### src/verilog/tad_map.svh
`ifndef TAD_MAP_SVH
`define TAD_MAP_SVH
// Mode enable bits
`define TAD_DCR_ADV_BIT 11
`define TAD_MSR_ADV_BIT 15
`define TAD_DSR_TXN_BIT 16
// Abort status layout
`define TAD_ST_EXPLICIT_BIT 0
`define TAD_ST_DEBUG_BIT 4
`define TAD_ST_ARG_LSB 24
// Register offsets
`define TAD_REG_CTRL 12'h000
`define TAD_REG_STATUS 12'h004
`define TAD_REG_ABORT 12'h008
`define TAD_REG_COUNT 12'h00C
// Control fields and reset value
`define TAD_CTRL_IMPL_BIT 0
`define TAD_CTRL_MIX_BIT 1
`define TAD_CTRL_DIR_BIT 2
`define TAD_CTRL_RESET 32'h00000007
`endif

### src/verilog/tad_pkg.sv
package tad_pkg;
   // Instruction classes presented at retire
   typedef enum logic [3:0] {
      IC_NORMAL = 4'h0,
      IC_BEGIN = 4'h1,
      IC_END = 4'h2,
      IC_EXPL_ABORT = 4'h3,
      IC_ALWAYS = 4'h4,
      IC_SUSPEND = 4'h5,
      IC_RESUME = 4'h6,
      IC_DIR_CLR = 4'h7,
      IC_DIR_SET = 4'h8,
      IC_VEC128 = 4'h9,
      IC_VEC256 = 4'hA,
      IC_IMPLDEP = 4'hB,
      IC_FENCE = 4'hC
   } tad_class_t;
   // Transaction tracking state
   typedef enum logic [1:0] {
      TX_IDLE = 2'b00,
      TX_ACTIVE = 2'b01,
      TX_SUSPEND = 2'b10
   } tad_state_t;
endpackage

### src/verilog/tad_instr_class.sv
`timescale 1ns/1ps
`default_nettype none
module tad_instr_class
   import tad_pkg::*;
(
   // Retired instruction
   input wire logic instrValid,
   input wire tad_class_t instrClass,
   input wire logic dirFlag,
   // Transaction context
   input wire logic txnActive,
   input wire logic suspendOpen,
   input wire logic depthFull,
   input wire logic used128,
   input wire logic used256,
   // Policy enables
   input wire logic implEn,
   input wire logic mixEn,
   input wire logic dirEn,
   // Decision
   output logic abortReq,
   output logic explicitAbort
);
   logic hit;

   // Abort decision per class
   always_comb
   begin
      hit = 1'b0;
      case (instrClass)
         IC_BEGIN: hit = suspendOpen | depthFull;
         IC_END: hit = suspendOpen;
         IC_SUSPEND: hit = suspendOpen;
         IC_EXPL_ABORT: hit = 1'b1;
         IC_ALWAYS: hit = 1'b1;
         IC_DIR_CLR: hit = dirEn & dirFlag;
         IC_DIR_SET: hit = dirEn & ~dirFlag;
         IC_VEC128: hit = mixEn & used256;
         IC_VEC256: hit = mixEn & used128;
         IC_IMPLDEP: hit = implEn;
         IC_FENCE: hit = 1'b0;
         IC_NORMAL: hit = 1'b0;
         default: hit = 1'b0;
      endcase
   end

   // Only instructions inside a transaction may abort
   assign abortReq = instrValid & txnActive & hit;
   assign explicitAbort = instrValid & txnActive
                        & (instrClass == IC_EXPL_ABORT);
endmodule
`default_nettype wire

### src/verilog/tad_abort_ctrl.sv
`timescale 1ns/1ps
`default_nettype none
`include "tad_map.svh"
module tad_abort_ctrl
   import tad_pkg::*;
#(
   parameter int ADDR_W = 48,
   parameter int DEPTH_W = 3,
   parameter logic [DEPTH_W-1:0] MAX_NEST = 3'h7
)
(
   // Clock and reset
   input wire logic ref_clk,
   input wire logic sys_rst,
   // APB slave
   input wire logic psel,
   input wire logic penable,
   input wire logic pwrite,
   input wire logic [11:0] paddr,
   input wire logic [31:0] pwdata,
   output logic [31:0] prdata,
   output logic pready,
   output logic pslverr,
   // Retire stream
   input wire logic instrValid,
   input wire tad_class_t instrClass,
   input wire logic [7:0] instrImm,
   input wire logic dirFlag,
   // Exceptions and debug state
   input wire logic dbgExc,
   input wire logic bpExc,
   input wire logic [31:0] debugControlReg,
   input wire logic [31:0] debugCtlMsr,
   input wire logic [31:0] abortStatusIn,
   // Loads
   input wire logic loadValid,
   input wire logic [ADDR_W-1:0] loadAddr,
   // Read set update
   output logic readSetAdd,
   output logic [ADDR_W-1:0] readSetAddr,
   // Transaction outcome
   output logic txnActive,
   output logic suspendOpen,
   output logic abortPulse,
   output logic fallbackPulse,
   output logic rollbackPulse,
   output logic dbgDeliver,
   output logic dbgStatusClr,
   output logic archCommit,
   output logic [31:0] abortStatus
);
   tad_state_t state;
   tad_state_t next_state;
   logic [DEPTH_W-1:0] depth;
   logic [31:0] savedStatus;
   logic [31:0] next_status;
   logic [31:0] ctrl;
   logic [31:0] abortCount;
   logic used128;
   logic used256;
   logic inTxn;
   logic advMode;
   logic dbgHit;
   logic clsAbort;
   logic explicitAbort;
   logic abortNow;
   logic isBegin;
   logic isEnd;
   logic beginIdle;
   logic commitNow;
   logic apbWr;
   logic apbRd;
   logic mapped;

   // Advanced debug needs both enables
   assign advMode = debugControlReg[`TAD_DCR_ADV_BIT]
                  & debugCtlMsr[`TAD_MSR_ADV_BIT];
   assign inTxn = (state != TX_IDLE);
   assign dbgHit = inTxn & (dbgExc | bpExc);
   assign isBegin = instrValid & (instrClass == IC_BEGIN);
   assign isEnd = instrValid & (instrClass == IC_END);
   // No privilege check on transactional instructions
   assign beginIdle = isBegin & (state == TX_IDLE);
   assign abortNow = dbgHit | clsAbort;
   assign commitNow = isEnd & inTxn & ~abortNow & (depth == 1);

   // Instruction abort classifier
   tad_instr_class u_class (
      .instrValid(instrValid),
      .instrClass(instrClass),
      .dirFlag(dirFlag),
      .txnActive(inTxn),
      .suspendOpen(state == TX_SUSPEND),
      .depthFull(depth == MAX_NEST),
      .used128(used128),
      .used256(used256),
      .implEn(ctrl[`TAD_CTRL_IMPL_BIT]),
      .mixEn(ctrl[`TAD_CTRL_MIX_BIT]),
      .dirEn(ctrl[`TAD_CTRL_DIR_BIT]),
      .abortReq(clsAbort),
      .explicitAbort(explicitAbort)
   );

   // Next transaction state
   always_comb
   begin
      next_state = state;
      case (state)
         TX_IDLE:
         begin
            if (beginIdle)
               next_state = TX_ACTIVE;
         end
         TX_ACTIVE:
         begin
            if (abortNow || commitNow)
               next_state = TX_IDLE;
            else if (instrValid && instrClass == IC_SUSPEND)
               next_state = TX_SUSPEND;
         end
         TX_SUSPEND:
         begin
            if (abortNow)
               next_state = TX_IDLE;
            else if (instrValid && instrClass == IC_RESUME)
               next_state = TX_ACTIVE;
         end
         default: next_state = TX_IDLE;
      endcase
   end

   // State register
   always_ff @(posedge ref_clk)
   begin
      if (sys_rst)
         state <= TX_IDLE;
      else
         state <= next_state;
   end

   // Nesting depth
   always_ff @(posedge ref_clk)
   begin
      if (sys_rst)
         depth <= '0;
      else if (abortNow)
         depth <= '0;
      else if (isBegin && state != TX_SUSPEND)
         depth <= depth + 1'b1;
      else if (isEnd && inTxn)
         depth <= depth - 1'b1;
   end

   // Pre-begin status snapshot for rollback
   always_ff @(posedge ref_clk)
   begin
      if (sys_rst)
         savedStatus <= 32'h00000000;
      else if (beginIdle)
         savedStatus <= abortStatusIn;
   end

   // Vector width usage in the current transaction
   always_ff @(posedge ref_clk)
   begin
      if (sys_rst || beginIdle)
      begin
         used128 <= 1'b0;
         used256 <= 1'b0;
      end
      else if (inTxn && instrValid)
      begin
         if (instrClass == IC_VEC128)
            used128 <= 1'b1;
         if (instrClass == IC_VEC256)
            used256 <= 1'b1;
      end
   end

   // Abort status value
   always_comb
   begin
      next_status = 32'h00000000;
      if (dbgHit && advMode)
         next_status = savedStatus;
      else if (dbgHit)
         next_status[`TAD_ST_DEBUG_BIT] = 1'b1;
      else if (explicitAbort)
      begin
         next_status[`TAD_ST_EXPLICIT_BIT] = 1'b1;
         next_status[`TAD_ST_ARG_LSB +: 8] = instrImm;
      end
   end

   // Abort outcome pulses
   always_ff @(posedge ref_clk)
   begin
      if (sys_rst)
      begin
         abortPulse <= 1'b0;
         fallbackPulse <= 1'b0;
         rollbackPulse <= 1'b0;
         dbgDeliver <= 1'b0;
         dbgStatusClr <= 1'b0;
      end
      else
      begin
         abortPulse <= abortNow;
         fallbackPulse <= abortNow & ~(dbgHit & advMode);
         rollbackPulse <= dbgHit & advMode;
         dbgDeliver <= dbgHit & advMode;
         dbgStatusClr <= dbgHit & advMode;
      end
   end

   // Abort status register, reloaded on each abort, and abort counter
   always_ff @(posedge ref_clk)
   begin
      if (sys_rst)
      begin
         abortStatus <= 32'h00000000;
         abortCount <= 32'h00000000;
      end
      else if (abortNow)
      begin
         abortStatus <= next_status;
         abortCount <= abortCount + 32'h00000001;
      end
   end

   // Commit is the only point state is released
   always_ff @(posedge ref_clk)
   begin
      if (sys_rst)
         archCommit <= 1'b0;
      else
         archCommit <= commitNow;
   end

   // Read set: suspended loads are left out
   always_ff @(posedge ref_clk)
   begin
      if (sys_rst)
      begin
         readSetAdd <= 1'b0;
         readSetAddr <= '0;
      end
      else
      begin
         readSetAdd <= loadValid & (state == TX_ACTIVE);
         readSetAddr <= loadAddr;
      end
   end

   assign txnActive = inTxn;
   assign suspendOpen = (state == TX_SUSPEND);

   // APB decode, zero wait states
   assign apbWr = psel & penable & pwrite;
   assign apbRd = psel & ~pwrite;
   assign mapped = (paddr == `TAD_REG_CTRL) || (paddr == `TAD_REG_STATUS)
                || (paddr == `TAD_REG_ABORT) || (paddr == `TAD_REG_COUNT);
   assign pready = 1'b1;
   assign pslverr = psel & penable & ~mapped;

   // Control register
   always_ff @(posedge ref_clk)
   begin
      if (sys_rst)
         ctrl <= `TAD_CTRL_RESET;
      else if (apbWr && paddr == `TAD_REG_CTRL)
         ctrl <= {29'h0, pwdata[2:0]};
   end

   // Read data captured in setup phase
   always_ff @(posedge ref_clk)
   begin
      if (sys_rst)
         prdata <= 32'h00000000;
      else if (apbRd && !penable)
      begin
         case (paddr)
            `TAD_REG_CTRL: prdata <= ctrl;
            `TAD_REG_STATUS: prdata <= {28'h0, advMode, suspendOpen,
                                        inTxn, archCommit};
            `TAD_REG_ABORT: prdata <= abortStatus;
            `TAD_REG_COUNT: prdata <= abortCount;
            default: prdata <= 32'h00000000;
         endcase
      end
   end
endmodule
`default_nettype wire

### config.mk
export PLATFORM = sky130hd
export DESIGN_NAME = tad_abort_ctrl
export DESIGN_NICKNAME = d
export VERILOG_FILES = /design/src/verilog/tad_pkg.sv /design/src/verilog/tad_instr_class.sv /design/src/verilog/tad_abort_ctrl.sv
export VERILOG_INCLUDE_DIRS = /design/src /design/src/verilog
export SDC_FILE = /design/constraint.sdc
export NUM_CORES = 1
export LEC_CHECK = 0
export ABC_CLOCK_PERIOD_IN_PS = 3000
export BUFFER_PORTS_ARGS = -buffer_cell sky130_fd_sc_hd__buf_2
export CORE_ASPECT_RATIO = 1.2
export CORE_MARGIN = 5
export CORE_UTILIZATION = 47
export DETAILED_ROUTE_END_ITERATION = 8
export PLACE_DENSITY = 0.78
export SYNTH_ARGS = -nofsm -noshare
export SYNTH_HDL_FRONTEND = slang
export SYNTH_SLANG_ARGS = --single-unit
export TNS_END_PERCENT = 20
### constraint.sdc
create_clock -name ref_clk -period 3 [get_ports ref_clk]
set_clock_uncertainty 0.15 [all_clocks]
set_input_delay 0.3 -clock ref_clk [delete_from_list [all_inputs] [get_ports ref_clk]]
set_output_delay 0.3 -clock ref_clk [all_outputs]
set_load 0.03 [all_outputs]
==> summary.md, run 1 <==
| Metric | Value |
|---|---|
| Mapped cell area | 0.00729 mm^2 |
| Die Ht | 146 um |
| Area Growth Syn to Fin | 40.8% |
| Crit. End Element | register |
| Routing usage on met1 | 30.7% |
| Initial antenna violation count | 0 |
| Post-CTS Setup Inserts | 0 |
| Post-synthesis sequential area ratio | 52.5% |
| Hold Path Depth | 3 |
| Most common cell in the netlist | dfxtp_1 |
| # rows | 49 |
| CTS tree | done |
| Cell mode on critical path | buf_4 |
| Antenna diodes | 0 |
| Crit path cell chain | nor2b_1 -> a22o_1 -> o21bai_1 -> buf_4 -> a21o_1 -> buf_4 -> nor4_1 -> mux2_2 |
| DR iter-0 viols | 532 |
| RSZ-0062 raised after global routing | no |
| Type of the worst min-delay path | in -> reg |
| Hold WS | 93.4 ps |
| VDD IR-drop max | 0.385 mV |
| Pwr dens | 531 mW/mm^2 |
| Synth Instances | 785 |
| Vias | 7234 |
| CTS Buf Count | 17 |
| Max-slew violation count | 0 |
| Slew HR | 45.4% |
| Syn Area/Cell | 9.28 um^2 |
| Number of stages on the worst setup path | 8 |
| Port buffer count | 240 |
| Worst reg-to-reg path cell count | 8 |
| MaxCap Viol Count | 0 |
| Fin crit period | 2730 ps |
| Final setup viols | 0 |
| Share of flip-flops with an asynchronous set or reset | 0% |
| H-tree Lvls | 4 |
| Yosys cell types | 56 |
| Max Clock Freq | 367 MHz |
| Pwr Total | 5.45 mW |
| WS Path Type | reg -> reg |
| Most frequent cells after synthesis | dfxtp_1 (191), nand2_1 (88), nor2_1 (73) |
| Util after Layout | 68.0% |
| Post-synth EDFFs | 0 |
| DRC | 0 |
| Die Area | 0.0181 mm^2 |
| # IOs | 333 |
| Crit-path slowest cell | nor2b_1 |
| Synthesized flop and latch total | 191 |
| Total track usage | 25.9% |
| Initial Util | 48.3% |
| Detailed-route vias per instance | 5.46 |
| Clock-pin slew on the worst setup and hold paths | 70 ps |
| WP buf/inv | 2 |
| Met2 Use GR | 44.5% |
| Top cells by area, synth | dfxtp_1 (52%), nor2b_1 (4.7%), nand2_1 (4.5%) |
| GRT overflow | 0 |
| Wire per inst | 18.1 um |
| Post-DRT Antenna Nets | 0 |
| Delay-heaviest family, CP | simple AND/OR/NAND/NOR gates |
| Worst Tran Pin Value | 816 ps |
| Ys Warns | 0 |
| Routed wire length | 24.0 mm |
| TritonRoute pass-1 iters | 6 |
| Crit share post-route | 90.9% |
| RD Place Congestion | 0.879 |
| Clk Latency, worst-skew pair | 430 ps |
| Yosys top cell area share | 52.5% |
| Clk buf depth | 2 |
| Clk sinks | 191 |
| Setup Total Neg Slack | 0 ps |
| Synth area leader | dfxtp_1 |
| Fillers | 1159 |
| Final instance area | 0.0103 mm^2 |
| Cell area after placement | 0.00873 mm^2 |
| Max incr delay on CP | 460 ps |
| Final hold viol count | 0 |
| Global-route wire length before repair | 36.9 mm |
| Layout Nets | 1324 |
| Width of the die | 124 um |
| Post-DP HPWL | 15.5 mm |
| Ys flop type | dfxtp_1 |
| Startpoint type of the worst setup path | register |
| Critical Path Fanout Max | 9 |
| Maximum number of pins on one net before global-route repair | 68 |
| Root buf cell | clkbuf_16 |
| Status | complete, no violations |
| Syn_nets | 1000 |
| Gr busiest metal | met2 |
| Number of global-route vias before repair | 7036 |
| Share of layout cells above drive strength 1 | 28.4% |
| Crit path arrival time | 2900 ps |
| Req. time, crit path | 3170 ps |
| Core Region | 0.0151 mm^2 |
| Leak pwr | 4.35 nW |
| GRT met3 Usage | 6.42% |
[path summary, 6_finish.rpt]
path                     startpoint                          end  slack [ps]
max           state[1]$_SDFFE_PP0P_  abortCount[26]$_SDFFE_PP0P_         270
min                   instrClass[0]        state[1]$_SDFFE_PP0P_          90
max reg2reg   state[1]$_SDFFE_PP0P_  abortCount[26]$_SDFFE_PP0P_         270
min reg2reg  prdata[0]$_SDFFE_PP0P_       prdata[0]$_SDFFE_PP0P_         300
[per-stage QoR]
stage / std cells / worst slack, ps
finish: 1326 / 273
detailed placement: 1202 / 272
floorplan: 785 / 288
CTS: 1326 / 286
global placement: 1202 / 309
global route: 1326 / 85.9
[repair_timing]
item / CTS / global route
hold buffers: 92 / 0
hold endpoints to repair: 92 / 0
gates resized for setup: 0 / 0
[kinds of logic (layout without fill, tap and decap cells)]
family | after synthesis | count (layout) | synth area share [%]
mux | 7 | 7 | 1.51
compound gates | 175 | 175 | 17.6
fa+ha+maj | 5 | 5 | 0.858
simple gates | 326 | 326 | 22.2
other cells | 1 | 1 | 0.0515
flops | 191 | 191 | 52.5
buf+inv | 70 | 407 | 4.14
xor+xnor | 10 | 10 | 1.20
[per-layer routing]
layer | vias to the layer above | part of all wire, %
met1 | 3408 | 38
met3 | 49 | 9.0
li1 | 3445 | -
met4 | 0 | 2.9
met2 | 332 | 50
met5 | - | 0
[layout make-up]
cell class / count / area, um^2 / share of cell area, %
inverters: 13 / 48.8 / 0.476
clock inverters: 15 / 180 / 1.76
flip-flops and latches: 191 / 3820 / 37.3
clock buffers: 17 / 425 / 4.15
well taps: 204 / 255 / 2.49
repair buffers: 362 / 2350 / 22.9
multi-input cells: 524 / 3170 / 30.9
[cells in the final DEF (no fill, tap or decap), types with 5 or more instances in the layout]
cell | Yosys | routed
or3_1 | 13 | 13
a221oi_1 | 31 | 31
nand3_1 | 12 | 12
nor2b_1 | 55 | 55
a222oi_1 | 8 | 8
nor3_1 | 33 | 32
nor4_1 | 5 | 5
a22o_1 | 24 | 24
o31ai_1 | 6 | 6
inv_8 | 0 | 6
and3_1 | 9 | 9
or4_1 | 9 | 9
dlygate4sd3_1 | 0 | 92
o21ai_0 | 13 | 13
nand2_1 | 88 | 88
a21oi_1 | 61 | 61
xnor2_1 | 10 | 10
buf_2 | 10 | 239
clkbuf_16 | 0 | 17
buf_4 | 3 | 30
nor2_1 | 73 | 71
inv_1 | 13 | 13
nand4_1 | 11 | 11
dfxtp_1 | 191 | 191
ha_1 | 5 | 5
[report_power, final]
group	total [mW]	leakage, nW	switching, mW	internal (mW)
Combinational	0.540	2.50	0.308	0.232
Sequential	2.62	1.56	0.0245	2.59
Clock	2.30	0.298	1.15	1.14
[registers in the layout, indices dropped and copies added, names as in the netlist]
| name | flops |
|---|---|
| readSetAddr | 48 |
| dbgStatusClr | 1 |
| abortCount | 32 |
| abortStatus | 32 |
| fallbackPulse | 1 |
| used128 | 1 |
| readSetAdd | 1 |
| prdata | 32 |
| depth | 3 |
| abortPulse | 1 |
| ctrl | 3 |
| savedStatus | 32 |
| used256 | 1 |
| archCommit | 1 |
| state | 2 |
[tightest hold or removal path: cells and delay by family]
kind            cells  cell delay, ps
buf+inv             1             160
compound gates      1             100
simple gates        1              70
Power figures use the tool's default switching activity.
==> run 2: changes to the inputs <==
--- a/config.mk
+++ b/config.mk
@@ -12,7 +12,7 @@
 export CORE_MARGIN = 5
 export CORE_UTILIZATION = 47
 export DETAILED_ROUTE_END_ITERATION = 8
-export PLACE_DENSITY = 0.78
+export PLACE_DENSITY = 0.76
 export SYNTH_ARGS = -nofsm -noshare
 export SYNTH_HDL_FRONTEND = slang
 export SYNTH_SLANG_ARGS = --single-unit
==> run 2 against run 1 <==
  * Worst hold slack lost 81 ps
  * Setup slack gained 220 ps
  * Global-route usage grew 0.75 points
  * Flip-flop and latch count stayed put
  * Largest cell class unchanged
  * Critical path depth down 1
  * Sequential power is essentially flat
  * Clock power is 3% higher
  * Final cell count about the same
  * Register-to-register slack improved by 220 ps
  * Die area stayed put
  * Routed wire length up 1.5%
==> summary.md, run 2 (synthesis gave the netlist of run 1 again) <==
| Metric | Value |
|---|---|
| Req. time, crit path | 3160 ps (about the same) |
| Initial antenna violation count | 0 (unchanged) |
| Vias | 7182 (-0.72%) |
| Critical Path Fanout Max | 10 (+1) |
| DRC | 0 (unchanged) |
| Post-CTS Setup Inserts | 0 (unchanged) |
| Global-route wire length before repair | 38.2 mm (+3.5%) |
| Layout Cells excl Fill | 1325 (-0.075%) |
| Crit share post-route | 83.4% (-7.4 points) |
| Final hold viol count | 0 (unchanged) |
| Clk sinks | 191 (unchanged) |
| Final instance area | 0.0103 mm^2 (+0.29%) |
| # IOs | 333 (unchanged) |
| Initial Util | 48.3% (unchanged) |
| Fin crit period | 2500 ps (-223 ps) |
| CTS Hold Bufs | 91 (-1.1%) |
| VDD IR-drop max | 0.323 mV (-16%) |
| Setup Total Neg Slack | 0 ps (unchanged) |
| Post-CTS resize count | 0 (unchanged) |
| Die Area | 0.0181 mm^2 (unchanged) |
| Post-DP HPWL | 15.4 mm (-0.30%) |
| Layout Nets | 1323 (-0.076%) |
| GRT overflow | 0 (unchanged) |
| Most flops, register | readSetAddr |
| Die Ht | 146 um (unchanged) |
| Pwr dens | 537 mW/mm^2 (+0.98%) |
| DP Cell Count | 1202 (unchanged) |
| Core Region | 0.0151 mm^2 (unchanged) |
| Detailed-route vias per instance | 5.42 (-0.64%) |
| Hold WS | 12.3 ps (-81.2 ps) |
| Clk buf depth | 2 (unchanged) |
| Area Growth Syn to Fin | 41.2% |
| Worst Tran Pin Value | 839 ps (+23.9 ps) |
| Crit path arrival time | 2660 ps (-240 ps) |
| Port buffer count | 240 (unchanged) |
| Maximum number of pins on one net before global-route repair | 81 (+19%) |
| Sequential cell area | 0.00382 mm^2 (unchanged) |
| Area of the multi-input gates | 0.00317 mm^2 (unchanged) |
| Share of layout cells above drive strength 1 | 28.5% (about the same) |
| TritonRoute pass-1 iters | 5 (-1) |
| RD Place Congestion | 0.857 (-2.5%) |
| Placement Setup Slack | 319 ps (+47.2 ps) |
| Clk Latency, worst-skew pair | 440 ps (about the same) |
| Number of global-route vias before repair | 7158 (+1.7%) |
| Most common cell after layout, fill and taps aside | buf_2 |
| Type of the worst min-delay path | in -> reg |
| WS Path Type | reg -> reg |
| H-tree Lvls | 4 (unchanged) |
| Pwr Total | 5.52 mW (+1.3%) |
| Final setup viols | 0 (unchanged) |
| Most frequent cells in the layout | buf_2 (239), dfxtp_1 (191), dlygate4sd3_1 (91) |
| Fillers | 1136 (-2.0%) |
| RSZ-0062 raised after global routing | no |
| Crit. End Element | register |
| Routed wire length | 24.4 mm (+1.5%) |
| Leak pwr | 4.36 nW (+0.28%) |
| # rows | 49 (unchanged) |
| Clock-pin slew on the worst setup and hold paths | 80 ps (about the same) |
| Slew HR | 43.8% (-1.6 points) |
| Total track usage | 26.7% (+0.75 points) |
| Max incr delay on CP | 590 ps (+130 ps) |
| CTS Buf Count | 17 (unchanged) |
| Util after Layout | 68.2% (+0.20 points) |
| Post-DRT Antenna Nets | 0 (unchanged) |
| Startpoint type of the worst setup path | register |
| Cell area after placement | 0.00875 mm^2 (+0.14%) |
| Worst setup margin | 497 ps (+223 ps) |
| Width of the die | 124 um (unchanged) |
| Max-slew violation count | 0 (unchanged) |
| Max Clock Freq | 399 MHz (+8.9%) |
| CTS tree | done |
| Root buf cell | clkbuf_16 |
| Status | complete, no violations |
| Crit-path slowest cell | a2111oi_0 |
| MaxCap Viol Count | 0 (unchanged) |
| Wire per inst | 18.4 um (+1.5%) |
| Antenna diodes | 0 (unchanged) |
| Max FFs per register | 48 (unchanged) |
| DR iter-0 viols | 543 (+2.1%) |
| Crit path cell chain | nand4_1 -> nor4_1 -> buf_4 -> nand3_1 -> a2111oi_0 -> xnor2_1 -> nor2_1 |
run 2: cell count changes in the layout (fill, tap and decap cells not counted), sizes merged:
cell	change
dlygate4sd3	-1
clkinv	+1
bufinv	+1
inv	-2
run 2: final timing paths:
| check | start | to | slack, ps | depth (start not counted) |
|---|---|---|---|---|
| setup / recovery | abortCount[5]$_SDFFE_PP0P_ | abortCount[20]$_SDFFE_PP0P_ | 500 | 7 |
| setup reg to reg | abortCount[5]$_SDFFE_PP0P_ | abortCount[20]$_SDFFE_PP0P_ | 500 | 7 |
| hold reg to reg | savedStatus[19]$_SDFFE_PP0P_ | savedStatus[19]$_SDFFE_PP0P_ | 300 | 2 |
| hold / removal | loadAddr[22] | readSetAddr[22]$_SDFF_PP0_ | 10 | 2 |
run 2: metal layers:
metal	GRT usage [%]	part of all wire [%]
met5	0	0
met4	11.2	3.4
met3	6.54	8.5
met2	46.6	50
met1	30.5	38
run 2: critical path: cells and delay by family, from the launching register on:
| family | cells | cell delay (ps) |
|---|---|---|
| AND/OR/NAND/NOR | 4 | 750 |
| AO/OA/AOI/OAI | 1 | 590 |
| flip-flops | 1 | 440 |
| buffers and inverters | 1 | 250 |
| XOR/XNOR | 1 | 190 |
run 2: report_power, final:
part | switching [mW] | internal, mW | total [mW] | leakage [nW]
registers | 0.0246 | 2.59 | 2.62 | 1.56
clock network | 1.15 | 1.22 | 2.37 | 0.307
logic | 0.305 | 0.232 | 0.537 | 2.50
total | 1.48 | 4.04 | 5.52 | 4.36
run 2: final cells by class:
| class | instances | share of cell area [%] |
|---|---|---|
| Clock inverter | 15 | 2.02 |
| Multi-Input combinational cell | 524 | 30.8 |
| Sequential cell | 191 | 37.2 |
| Clock buffer | 17 | 4.13 |
| Inverter | 13 | 0.474 |
| Timing Repair Buffer | 361 | 22.9 |
| Tap cell | 204 | 2.48 |
